### config.mk
export PLATFORM = sky130hd
export DESIGN_NAME = acfg_regs
export DESIGN_NICKNAME = d
export VERILOG_FILES = /design/src/acfg_regs.v /design/src/acfg_sync.v
export VERILOG_INCLUDE_DIRS = /design/src
export SDC_FILE = /design/constraint.sdc
export NUM_CORES = 1
export LEC_CHECK = 0
export ABC_CLOCK_PERIOD_IN_PS = 5900
export BUFFER_PORTS_ARGS = -buffer_cell sky130_fd_sc_hd__buf_2
export CORE_MARGIN = 3
export CORE_UTILIZATION = 60
export CTS_CLUSTER_SIZE = 14
export DETAILED_ROUTE_END_ITERATION = 10
export PLACE_DENSITY = 0.88
export SLEW_MARGIN = 0
export SYNTH_ARGS = -nofsm -noshare
export SYNTH_HDL_FRONTEND = slang
export SYNTH_HIERARCHICAL = 1
export SYNTH_SLANG_ARGS = --single-unit
### constraint.sdc
create_clock -name core_clk -period 5.9 [get_ports core_clk]
set_clock_uncertainty 0.1 [all_clocks]
set_input_delay 0.295 -clock core_clk [delete_from_list [all_inputs] [get_ports core_clk]]
set_output_delay 0.295 -clock core_clk [all_outputs]
set_load 0.1 [all_outputs]
### src/acfg_consts.vh
// Constants for the ADC configuration register bank
`ifndef ACFG_CONSTS_VH
`define ACFG_CONSTS_VH

// Register offsets (2-bit address field of the commands)
`define ACFG_OFS_INPUT_GAIN 2'h0
`define ACFG_OFS_RATE_MODE 2'h1

// Reset values
`define ACFG_RST_INPUT_GAIN 8'h00
`define ACFG_RST_RATE_MODE 8'h00

// Field positions, input_gain_config
`define ACFG_SEL_HI 7
`define ACFG_SEL_LO 4
`define ACFG_GAIN_HI 3
`define ACFG_GAIN_LO 1
`define ACFG_SKIP_BIT 0

// Field positions, rate_mode_config
`define ACFG_RATE_HI 7
`define ACFG_RATE_LO 5
`define ACFG_MODE_HI 4
`define ACFG_MODE_LO 3
`define ACFG_REPEAT_BIT 2
`define ACFG_TSENSE_BIT 1
`define ACFG_BURN_BIT 0

// Input selector codes of note
`define ACFG_SEL_REF_MON 4'hc
`define ACFG_SEL_SUP_MON 4'hd
// Highest gain code that may run without the amplifier (gain 4)
`define ACFG_GAIN_SKIP_MAX 3'h2

// Command opcodes, upper nibble of the command byte
`define ACFG_OP_READ 4'h2
`define ACFG_OP_WRITE 4'h4

// Serial byte length in bits, minus one
`define ACFG_BIT_LAST 3'h7

`endif

### src/acfg_regs.v
// Configuration registers zero and one of the ADC with serial read/write access
`timescale 1ns/1ps
`default_nettype none
`include "acfg_consts.vh"

module acfg_regs (
  input wire core_clk,
  input wire nrst,
  input wire sclk,
  input wire cs_n,
  input wire din,
  output reg dout,
  output reg dout_oe,
  output reg [3:0] input_selector,
  output reg [2:0] gain_code,
  output reg amplifier_skip,
  output reg [2:0] rate_select,
  output reg [1:0] op_mode,
  output reg conversion_repeat,
  output reg temperature_sense_enable,
  output reg burnout_source_enable,
  output reg amplifier_active,
  output reg monitor_select,
  output reg filter_restart
);

  // ==========================================================
  // Local definitions
  localparam ST_CMD = 2'h0;
  localparam ST_WR = 2'h1;
  localparam ST_RD = 2'h2;

  reg [7:0] input_gain_config_r;
  reg [7:0] rate_mode_config_r;
  reg [1:0] state_r;
  reg [2:0] bit_cnt_r;
  reg [6:0] rx_r;
  reg [7:0] tx_r;
  reg [1:0] addr_r;
  reg [1:0] left_r;
  reg [7:0] stage0_r;
  reg [7:0] stage1_r;
  reg hit0_r;
  reg hit1_r;
  reg sclk_prev_r;
  wire [2:0] pin_s;
  wire sclk_s;
  wire cs_n_s;
  wire din_s;
  wire sclk_fall;
  wire sclk_rise;
  wire [7:0] rx_byte;
  wire byte_done;
  wire [7:0] cfg0_nxt;
  wire [7:0] cfg1_nxt;
  wire commit;

  // Register contents as seen by a read command
  function [7:0] rd_reg;
    input [1:0] addr;
    input [7:0] r0;
    input [7:0] r1;
    begin
      case (addr)
        `ACFG_OFS_INPUT_GAIN: rd_reg = r0;
        `ACFG_OFS_RATE_MODE: rd_reg = r1;
        default: rd_reg = 8'h00;
      endcase
    end
  endfunction

  // ==========================================================
  // Pin synchronisation and serial clock edges
  acfg_sync u_sync (
    .core_clk(core_clk),
    .nrst(nrst),
    .async_in({sclk, cs_n, din}),
    .sync_out(pin_s)
  );

  assign sclk_s = pin_s[2];
  assign cs_n_s = pin_s[1];
  assign din_s = pin_s[0];
  assign sclk_fall = sclk_prev_r & ~sclk_s & ~cs_n_s;
  assign sclk_rise = ~sclk_prev_r & sclk_s & ~cs_n_s;
  assign rx_byte = {rx_r, din_s};
  assign byte_done = sclk_fall && (bit_cnt_r == `ACFG_BIT_LAST);

  always @(posedge core_clk or negedge nrst) begin
    if (!nrst) begin
      sclk_prev_r <= 1'b0;
    end else begin
      sclk_prev_r <= sclk_s;
    end
  end

  // ==========================================================
  // Command decode and byte transfer
  always @(posedge core_clk or negedge nrst) begin
    if (!nrst) begin
      state_r <= ST_CMD;
      bit_cnt_r <= 3'h0;
      rx_r <= 7'h00;
      tx_r <= 8'h00;
      addr_r <= 2'h0;
      left_r <= 2'h0;
      stage0_r <= 8'h00;
      stage1_r <= 8'h00;
      hit0_r <= 1'b0;
      hit1_r <= 1'b0;
    end else if (cs_n_s) begin
      // Deselect abandons any command part way through
      state_r <= ST_CMD;
      bit_cnt_r <= 3'h0;
      hit0_r <= 1'b0;
      hit1_r <= 1'b0;
    end else if (sclk_fall) begin
      bit_cnt_r <= bit_cnt_r + 3'h1;
      rx_r <= rx_byte[6:0];
      if (byte_done) begin
        case (state_r)
          ST_CMD: begin
            addr_r <= rx_byte[3:2];
            left_r <= rx_byte[1:0];
            hit0_r <= 1'b0;
            hit1_r <= 1'b0;
            if (rx_byte[7:4] == `ACFG_OP_WRITE) begin
              state_r <= ST_WR;
            end else if (rx_byte[7:4] == `ACFG_OP_READ) begin
              state_r <= ST_RD;
              tx_r <= rd_reg(rx_byte[3:2], input_gain_config_r, rate_mode_config_r);
            end else begin
              state_r <= ST_CMD;
            end
          end
          ST_WR: begin
            // Bytes are staged; registers change only on the last byte
            if (addr_r == `ACFG_OFS_INPUT_GAIN) begin
              stage0_r <= rx_byte;
              hit0_r <= 1'b1;
            end
            if (addr_r == `ACFG_OFS_RATE_MODE) begin
              stage1_r <= rx_byte;
              hit1_r <= 1'b1;
            end
            addr_r <= addr_r + 2'h1;
            left_r <= left_r - 2'h1;
            if (left_r == 2'h0) begin
              state_r <= ST_CMD;
              hit0_r <= 1'b0;
              hit1_r <= 1'b0;
            end
          end
          ST_RD: begin
            // No command is decoded until every requested byte is out
            addr_r <= addr_r + 2'h1;
            left_r <= left_r - 2'h1;
            tx_r <= rd_reg(addr_r + 2'h1, input_gain_config_r, rate_mode_config_r);
            if (left_r == 2'h0) begin
              state_r <= ST_CMD;
            end
          end
          default: begin
            state_r <= ST_CMD;
          end
        endcase
      end
    end else if (sclk_rise && state_r == ST_RD) begin
      tx_r <= {tx_r[6:0], 1'b0};
    end
  end

  // ==========================================================
  // Register update on the final falling edge of a write
  assign commit = byte_done && !cs_n_s && state_r == ST_WR && left_r == 2'h0;
  assign cfg0_nxt = (addr_r == `ACFG_OFS_INPUT_GAIN) ? rx_byte :
                    (hit0_r ? stage0_r : input_gain_config_r);
  assign cfg1_nxt = (addr_r == `ACFG_OFS_RATE_MODE) ? rx_byte :
                    (hit1_r ? stage1_r : rate_mode_config_r);

  always @(posedge core_clk or negedge nrst) begin
    if (!nrst) begin
      input_gain_config_r <= `ACFG_RST_INPUT_GAIN;
      rate_mode_config_r <= `ACFG_RST_RATE_MODE;
      filter_restart <= 1'b0;
    end else begin
      filter_restart <= commit;
      if (commit) begin
        // Every bit stored verbatim, unused codes included
        input_gain_config_r <= cfg0_nxt;
        rate_mode_config_r <= cfg1_nxt;
      end
    end
  end

  // ==========================================================
  // Serial output: MSB first on rising edges during a read
  always @(posedge core_clk or negedge nrst) begin
    if (!nrst) begin
      dout <= 1'b1;
      dout_oe <= 1'b0;
    end else begin
      dout_oe <= ~cs_n_s;
      if (cs_n_s) begin
        dout <= 1'b1;
      end else if (sclk_rise) begin
        dout <= (state_r == ST_RD) ? tx_r[7] : 1'b1;
      end
    end
  end

  // ==========================================================
  // Field outputs and their effect on the converter
  always @(posedge core_clk or negedge nrst) begin
    if (!nrst) begin
      input_selector <= 4'h0;
      gain_code <= 3'h0;
      amplifier_skip <= 1'b0;
      rate_select <= 3'h0;
      op_mode <= 2'h0;
      conversion_repeat <= 1'b0;
      temperature_sense_enable <= 1'b0;
      burnout_source_enable <= 1'b0;
      amplifier_active <= 1'b1;
      monitor_select <= 1'b0;
    end else begin
      input_selector <= input_gain_config_r[`ACFG_SEL_HI:`ACFG_SEL_LO];
      gain_code <= input_gain_config_r[`ACFG_GAIN_HI:`ACFG_GAIN_LO];
      amplifier_skip <= input_gain_config_r[`ACFG_SKIP_BIT];
      rate_select <= rate_mode_config_r[`ACFG_RATE_HI:`ACFG_RATE_LO];
      op_mode <= rate_mode_config_r[`ACFG_MODE_HI:`ACFG_MODE_LO];
      conversion_repeat <= rate_mode_config_r[`ACFG_REPEAT_BIT];
      temperature_sense_enable <= rate_mode_config_r[`ACFG_TSENSE_BIT];
      burnout_source_enable <= rate_mode_config_r[`ACFG_BURN_BIT];
      if (rate_mode_config_r[`ACFG_TSENSE_BIT]) begin
        // Register zero has no effect on amplifier_active or monitor_select while sensing temperature
        amplifier_active <= 1'b1;
        monitor_select <= 1'b0;
      end else if (input_gain_config_r[`ACFG_SEL_HI:`ACFG_SEL_LO] == `ACFG_SEL_REF_MON ||
                   input_gain_config_r[`ACFG_SEL_HI:`ACFG_SEL_LO] == `ACFG_SEL_SUP_MON) begin
        amplifier_active <= 1'b0;
        monitor_select <= 1'b1;
      end else begin
        amplifier_active <= ~(input_gain_config_r[`ACFG_SKIP_BIT] &&
          input_gain_config_r[`ACFG_GAIN_HI:`ACFG_GAIN_LO] <= `ACFG_GAIN_SKIP_MAX);
        monitor_select <= 1'b0;
      end
    end
  end

endmodule // acfg_regs

`default_nettype wire

### src/acfg_sync.v
// Two-flop synchroniser for the serial pins
`timescale 1ns/1ps
`default_nettype none

module acfg_sync (
  input wire core_clk,
  input wire nrst,
  input wire [2:0] async_in,
  output reg [2:0] sync_out
);

  reg [2:0] meta_r;

  always @(posedge core_clk or negedge nrst) begin
    if (!nrst) begin
      // Reset to the idle pin levels: clock low, select and data high
      meta_r <= 3'h3;
      sync_out <= 3'h3;
    end else begin
      meta_r <= async_in;
      sync_out <= meta_r;
    end
  end

endmodule // acfg_sync

`default_nettype wire

==> run summary <==
In this run the tool buffered the top-level ports with 25 buffer cells. The number of global-route vias before repair came out at 2455. The initial antenna violation count came out at 0. Summed over all nets, the half-perimeter wirelength after detailed placement is about 4700 µm. The later-pin clock latency in the skew report came out at 0.35 ns. The total grt overflow came out at 0.

The number of vias after detailed routing is 2321. For this block, the routed nets add up to ~7400 µm of wire. The cell taking the most area after synthesis is sky130_fd_sc_hd__dfrtp_1.

The static leakage power is 2.107 nW. In this run the biggest area consumer among cell types represents ~53% of the synthesized area. For this block, wires on met1 add up to 3264 µm. In this run the worst hold path is classified as in -> async. By count the netlist is led by 80 x sky130_fd_sc_hd__dfrtp_1, 39 x sky130_fd_sc_hd__mux2_2, 19 x sky130_fd_sc_hd__mux2i_1. STA classifies the critical path startpoint as a register. From left edge to right edge, the die measures 85.69 µm.

From synthesis to final layout, the design area changed by 10.61%. The number of failing hold endpoints at the final stage is 0. The number of flops mapped to enable cells by yosys came out at 0. The run finished with clean final reports.

Wire segments on met2 add up to 3657 µm in the final route. STA classifies the critical path endpoint as a register. The ratio of routed vias to standard cells is about 6.0. The required arrival time at the worst endpoint came out at 6.04 ns. In this run the standard cell core region covers between 0.006 and 0.007 mm². In this run the top signal layer used is met4.

Tracing the worst setup path back leads to its startpoint at u_sync/sync_out[1]. The largest fanout of any net on the critical path came out at 24. The ratio of total power to cell area came out at between 300 and 400 mW/mm².

The mean area per synthesized cell came out at 13.61 µm². In this run the critical register-to-register path is captured at stage0_r[6]. The most used flip-flop cell after synthesis is sky130_fd_sc_hd__dfrtp_1. The total met3 wirelength after detailed routing came out at 286 µm.

The number of top-level pins came out at 26. The worst endpoint data arrival time came out at 2.59 ns. The slew of the pin with the lowest slew margin came out at approximately 1.1 ns. The clock-pin slew on the worst setup and hold paths came out at ~0.080 ns. Measured on the finished design, the core utilization comes to 69.93%. TritonCTS built the clock tree.

The total negative slack for setup checks came out at 0 ns. The count of antenna diodes in the layout came out at 0. Clock tree synthesis selected as its root buffer the cell sky130_fd_sc_hd__clkbuf_8. The startpoint of the worst register-to-register path is u_sync/sync_out[1].

The number of nets still failing antenna checks after routing is 0. In this run the cell area measured after placement is 0.003951 mm². The Yosys step of the flow raised 6 warnings. The share of the clock period used by the worst path is between 40% and 50%. The cell with the most instances after synthesis is sky130_fd_sc_hd__dfrtp_1. Routability-driven placement finished with a final weighted congestion of 0.8361. The final max-slew violation count was 0.

The maximum clock insertion buffer count came out at 2. The setup violation total in the final timing report came out at 0. The violation count after the first detailed-routing iteration came out at between 150 and 200. The full die area came out at 0.007342 mm². The number of distinct library cell variants in the gate-level netlist after synthesis came out at 41. The layout net count is 321. The clock period could shrink to 2.453 ns.

The initial cell density of the core is 63.23%. The site row count came out at 28. The internal reg-to-reg setup slack came out at 3.45 ns. The number of buffers created by CTS is 9.

The number of nets handed over by synthesis was slightly below 300. The y dimension of the die came out at between 80 and 90 µm. Overall power consumption after layout is estimated at between 1 and 1.5 mW. The clock sink count came out at 86.

The share of flip-flops with an asynchronous set or reset came out at between 90% and 100%. The count of mapped cells out of synthesis came out at 280. The cell area after synthesis came out at 0.003810 mm².

The average wire per cell in the routed design is between 15 and 20 µm. The first detailed-routing pass ran for 4 iterations. The H-tree depth is 3. For this run, design rule violations remaining after detail routing come to 0. The number of cells on the worst reg-to-reg path is 3. The start-to-end type of the worst setup path is reg -> reg.

The first-pass GRT wire length is about 12000 µm. The global-route usage over all layers is ~22%. In the post-synthesis netlist, the biggest area contributors are sky130_fd_sc_hd__dfrtp_1 53%, sky130_fd_sc_hd__mux2_2 12%, sky130_fd_sc_hd__mux2i_1 5.0%. The finished cells cover 0.004214 mm². Setup repair after global routing left no endpoint under its margin. The relative max-transition margin is 26.08%. The ratio of cells with drive above 1 in the final layout came out at 30.74%. IR analysis of the VDD net gives a maximum drop of 221.2 µV. The sequential-to-total area share from yosys stat is a little under three fifths.

The largest net degree at the start of global routing came out at 87. After synthesis the netlist holds a flip-flop and latch count of 86. The tool flagged a number of max-cap violations equal to 0. The maximum clock frequency is 407.7 MHz.

The post-CTS repair timing setup buffer count came out at 0.
==> layout make-up <==
class                   instances  area (µm²)
flip-flops and latches         86        2160
fillers                       425        1812
multi-input cells             163        1510
repair buffers                 28       157.7
clock buffers                  11       151.4
well taps                      75       93.84
clock inverters                 5       81.33
inverters                      16       60.06
==> kinds of logic (layout without fill, tap and decap cells) <==
| logic type | Yosys count | after routing | share of synthesized area, % |
|---|---|---|---|
| XOR/XNOR | 1 | 1 | 0.2299 |
| flip-flops | 86 | 86 | 56.68 |
| adder cells (fa/ha/maj) | 12 | 12 | 3.941 |
| AND/OR/NAND/NOR | 32 | 32 | 5.911 |
| multiplexers | 74 | 74 | 21.25 |
| buffers and inverters | 31 | 60 | 3.678 |
| AO/OA/AOI/OAI | 44 | 44 | 8.309 |
==> per-layer routing <==
layer / vias to the layer above / track usage, %
met5: - / 0
met4: 0 / 12.37
li1: 1051 / -
met2: 63 / 36.02
met3: 16 / 3.554
met1: 1191 / 28.68
==> state kept, by name (all words and copies together) (netlist names), 2 cells and up <==
signal / cells
input_selector: 4
u_sync/sync_out: 3
rate_mode_config_r: 8
stage1_r: 8
rate_select: 3
u_sync/meta_r: 3
addr_r: 2
state_r: 2
op_mode: 2
gain_code: 3
bit_cnt_r: 3
input_gain_config_r: 8
left_r: 2
stage0_r: 8
rx_r: 7
tx_r: 8
==> repair_timing <==
action / 4_1_cts / 5_1_grt
endpoints found under the setup margin: 0 / 0
endpoints found under the hold margin: 3 / 0
gates resized for setup: 0 / 0
hold buffers: 3 / 0
==> critical path: stages, from the launching register on <==
cell,delay [ns]
sky130_fd_sc_hd__dfstp_2,0.44
sky130_fd_sc_hd__nor3b_4,0.93
sky130_fd_sc_hd__nand4_2,0.46
sky130_fd_sc_hd__mux2_2,0.41
==> power by group <==
| group | switching [mW] | internal [mW] | total, mW | leakage, nW |
|---|---|---|---|---|
| logic | 0.0825 | 0.0716 | 0.154 | 0.834 |
| registers | 0.0621 | 0.620 | 0.682 | 1.16 |
| clock network | 0.208 | 0.262 | 0.469 | 0.116 |
| total | 0.352 | 0.953 | 1.31 | 2.11 |
==> cell usage in the layout, fill, tap and decap left out, types with 4 or more instances in the layout <==
cell type                  Yosys  routed
sky130_fd_sc_hd__dfrtp_1      80      80
sky130_fd_sc_hd__ha_1         12      12
sky130_fd_sc_hd__mux2_2       39      39
sky130_fd_sc_hd__nor2_1        9       9
sky130_fd_sc_hd__dfstp_2       6       6
sky130_fd_sc_hd__clkbuf_8      0      11
sky130_fd_sc_hd__mux2_1       16      16
sky130_fd_sc_hd__o21ai_0       8       8
sky130_fd_sc_hd__mux2i_1      19      19
sky130_fd_sc_hd__nand2_1       5       5
sky130_fd_sc_hd__o221ai_1      7       7
sky130_fd_sc_hd__a22oi_1       8       8
sky130_fd_sc_hd__inv_1        16      16
sky130_fd_sc_hd__a21oi_1       5       5
sky130_fd_sc_hd__buf_2         4      24
sky130_fd_sc_hd__o21ai_1       4       4
==> stage by stage <==
step	setup WS [ns]	hold slack [ns]	instances
after global placement	3.553	0.2312	365
final	3.447	0.008302	384
after global routing	3.307	0.07800	384
after floorplan	4.055	-0.1006	280
after detailed placement	3.505	0.2347	365
after CTS	3.477	0.05344	384
==> worst max-delay path by stage <==
stage / end / cells past startpoint
after global placement: stage1_r[5] / 3
after detailed placement: stage0_r[5] / 3
after global routing: stage0_r[7] / 3
after CTS: stage0_r[6] / 3
after floorplan: tx_r[1] / 6
final: stage0_r[6] / 3
Power figures use the tool's default switching activity.
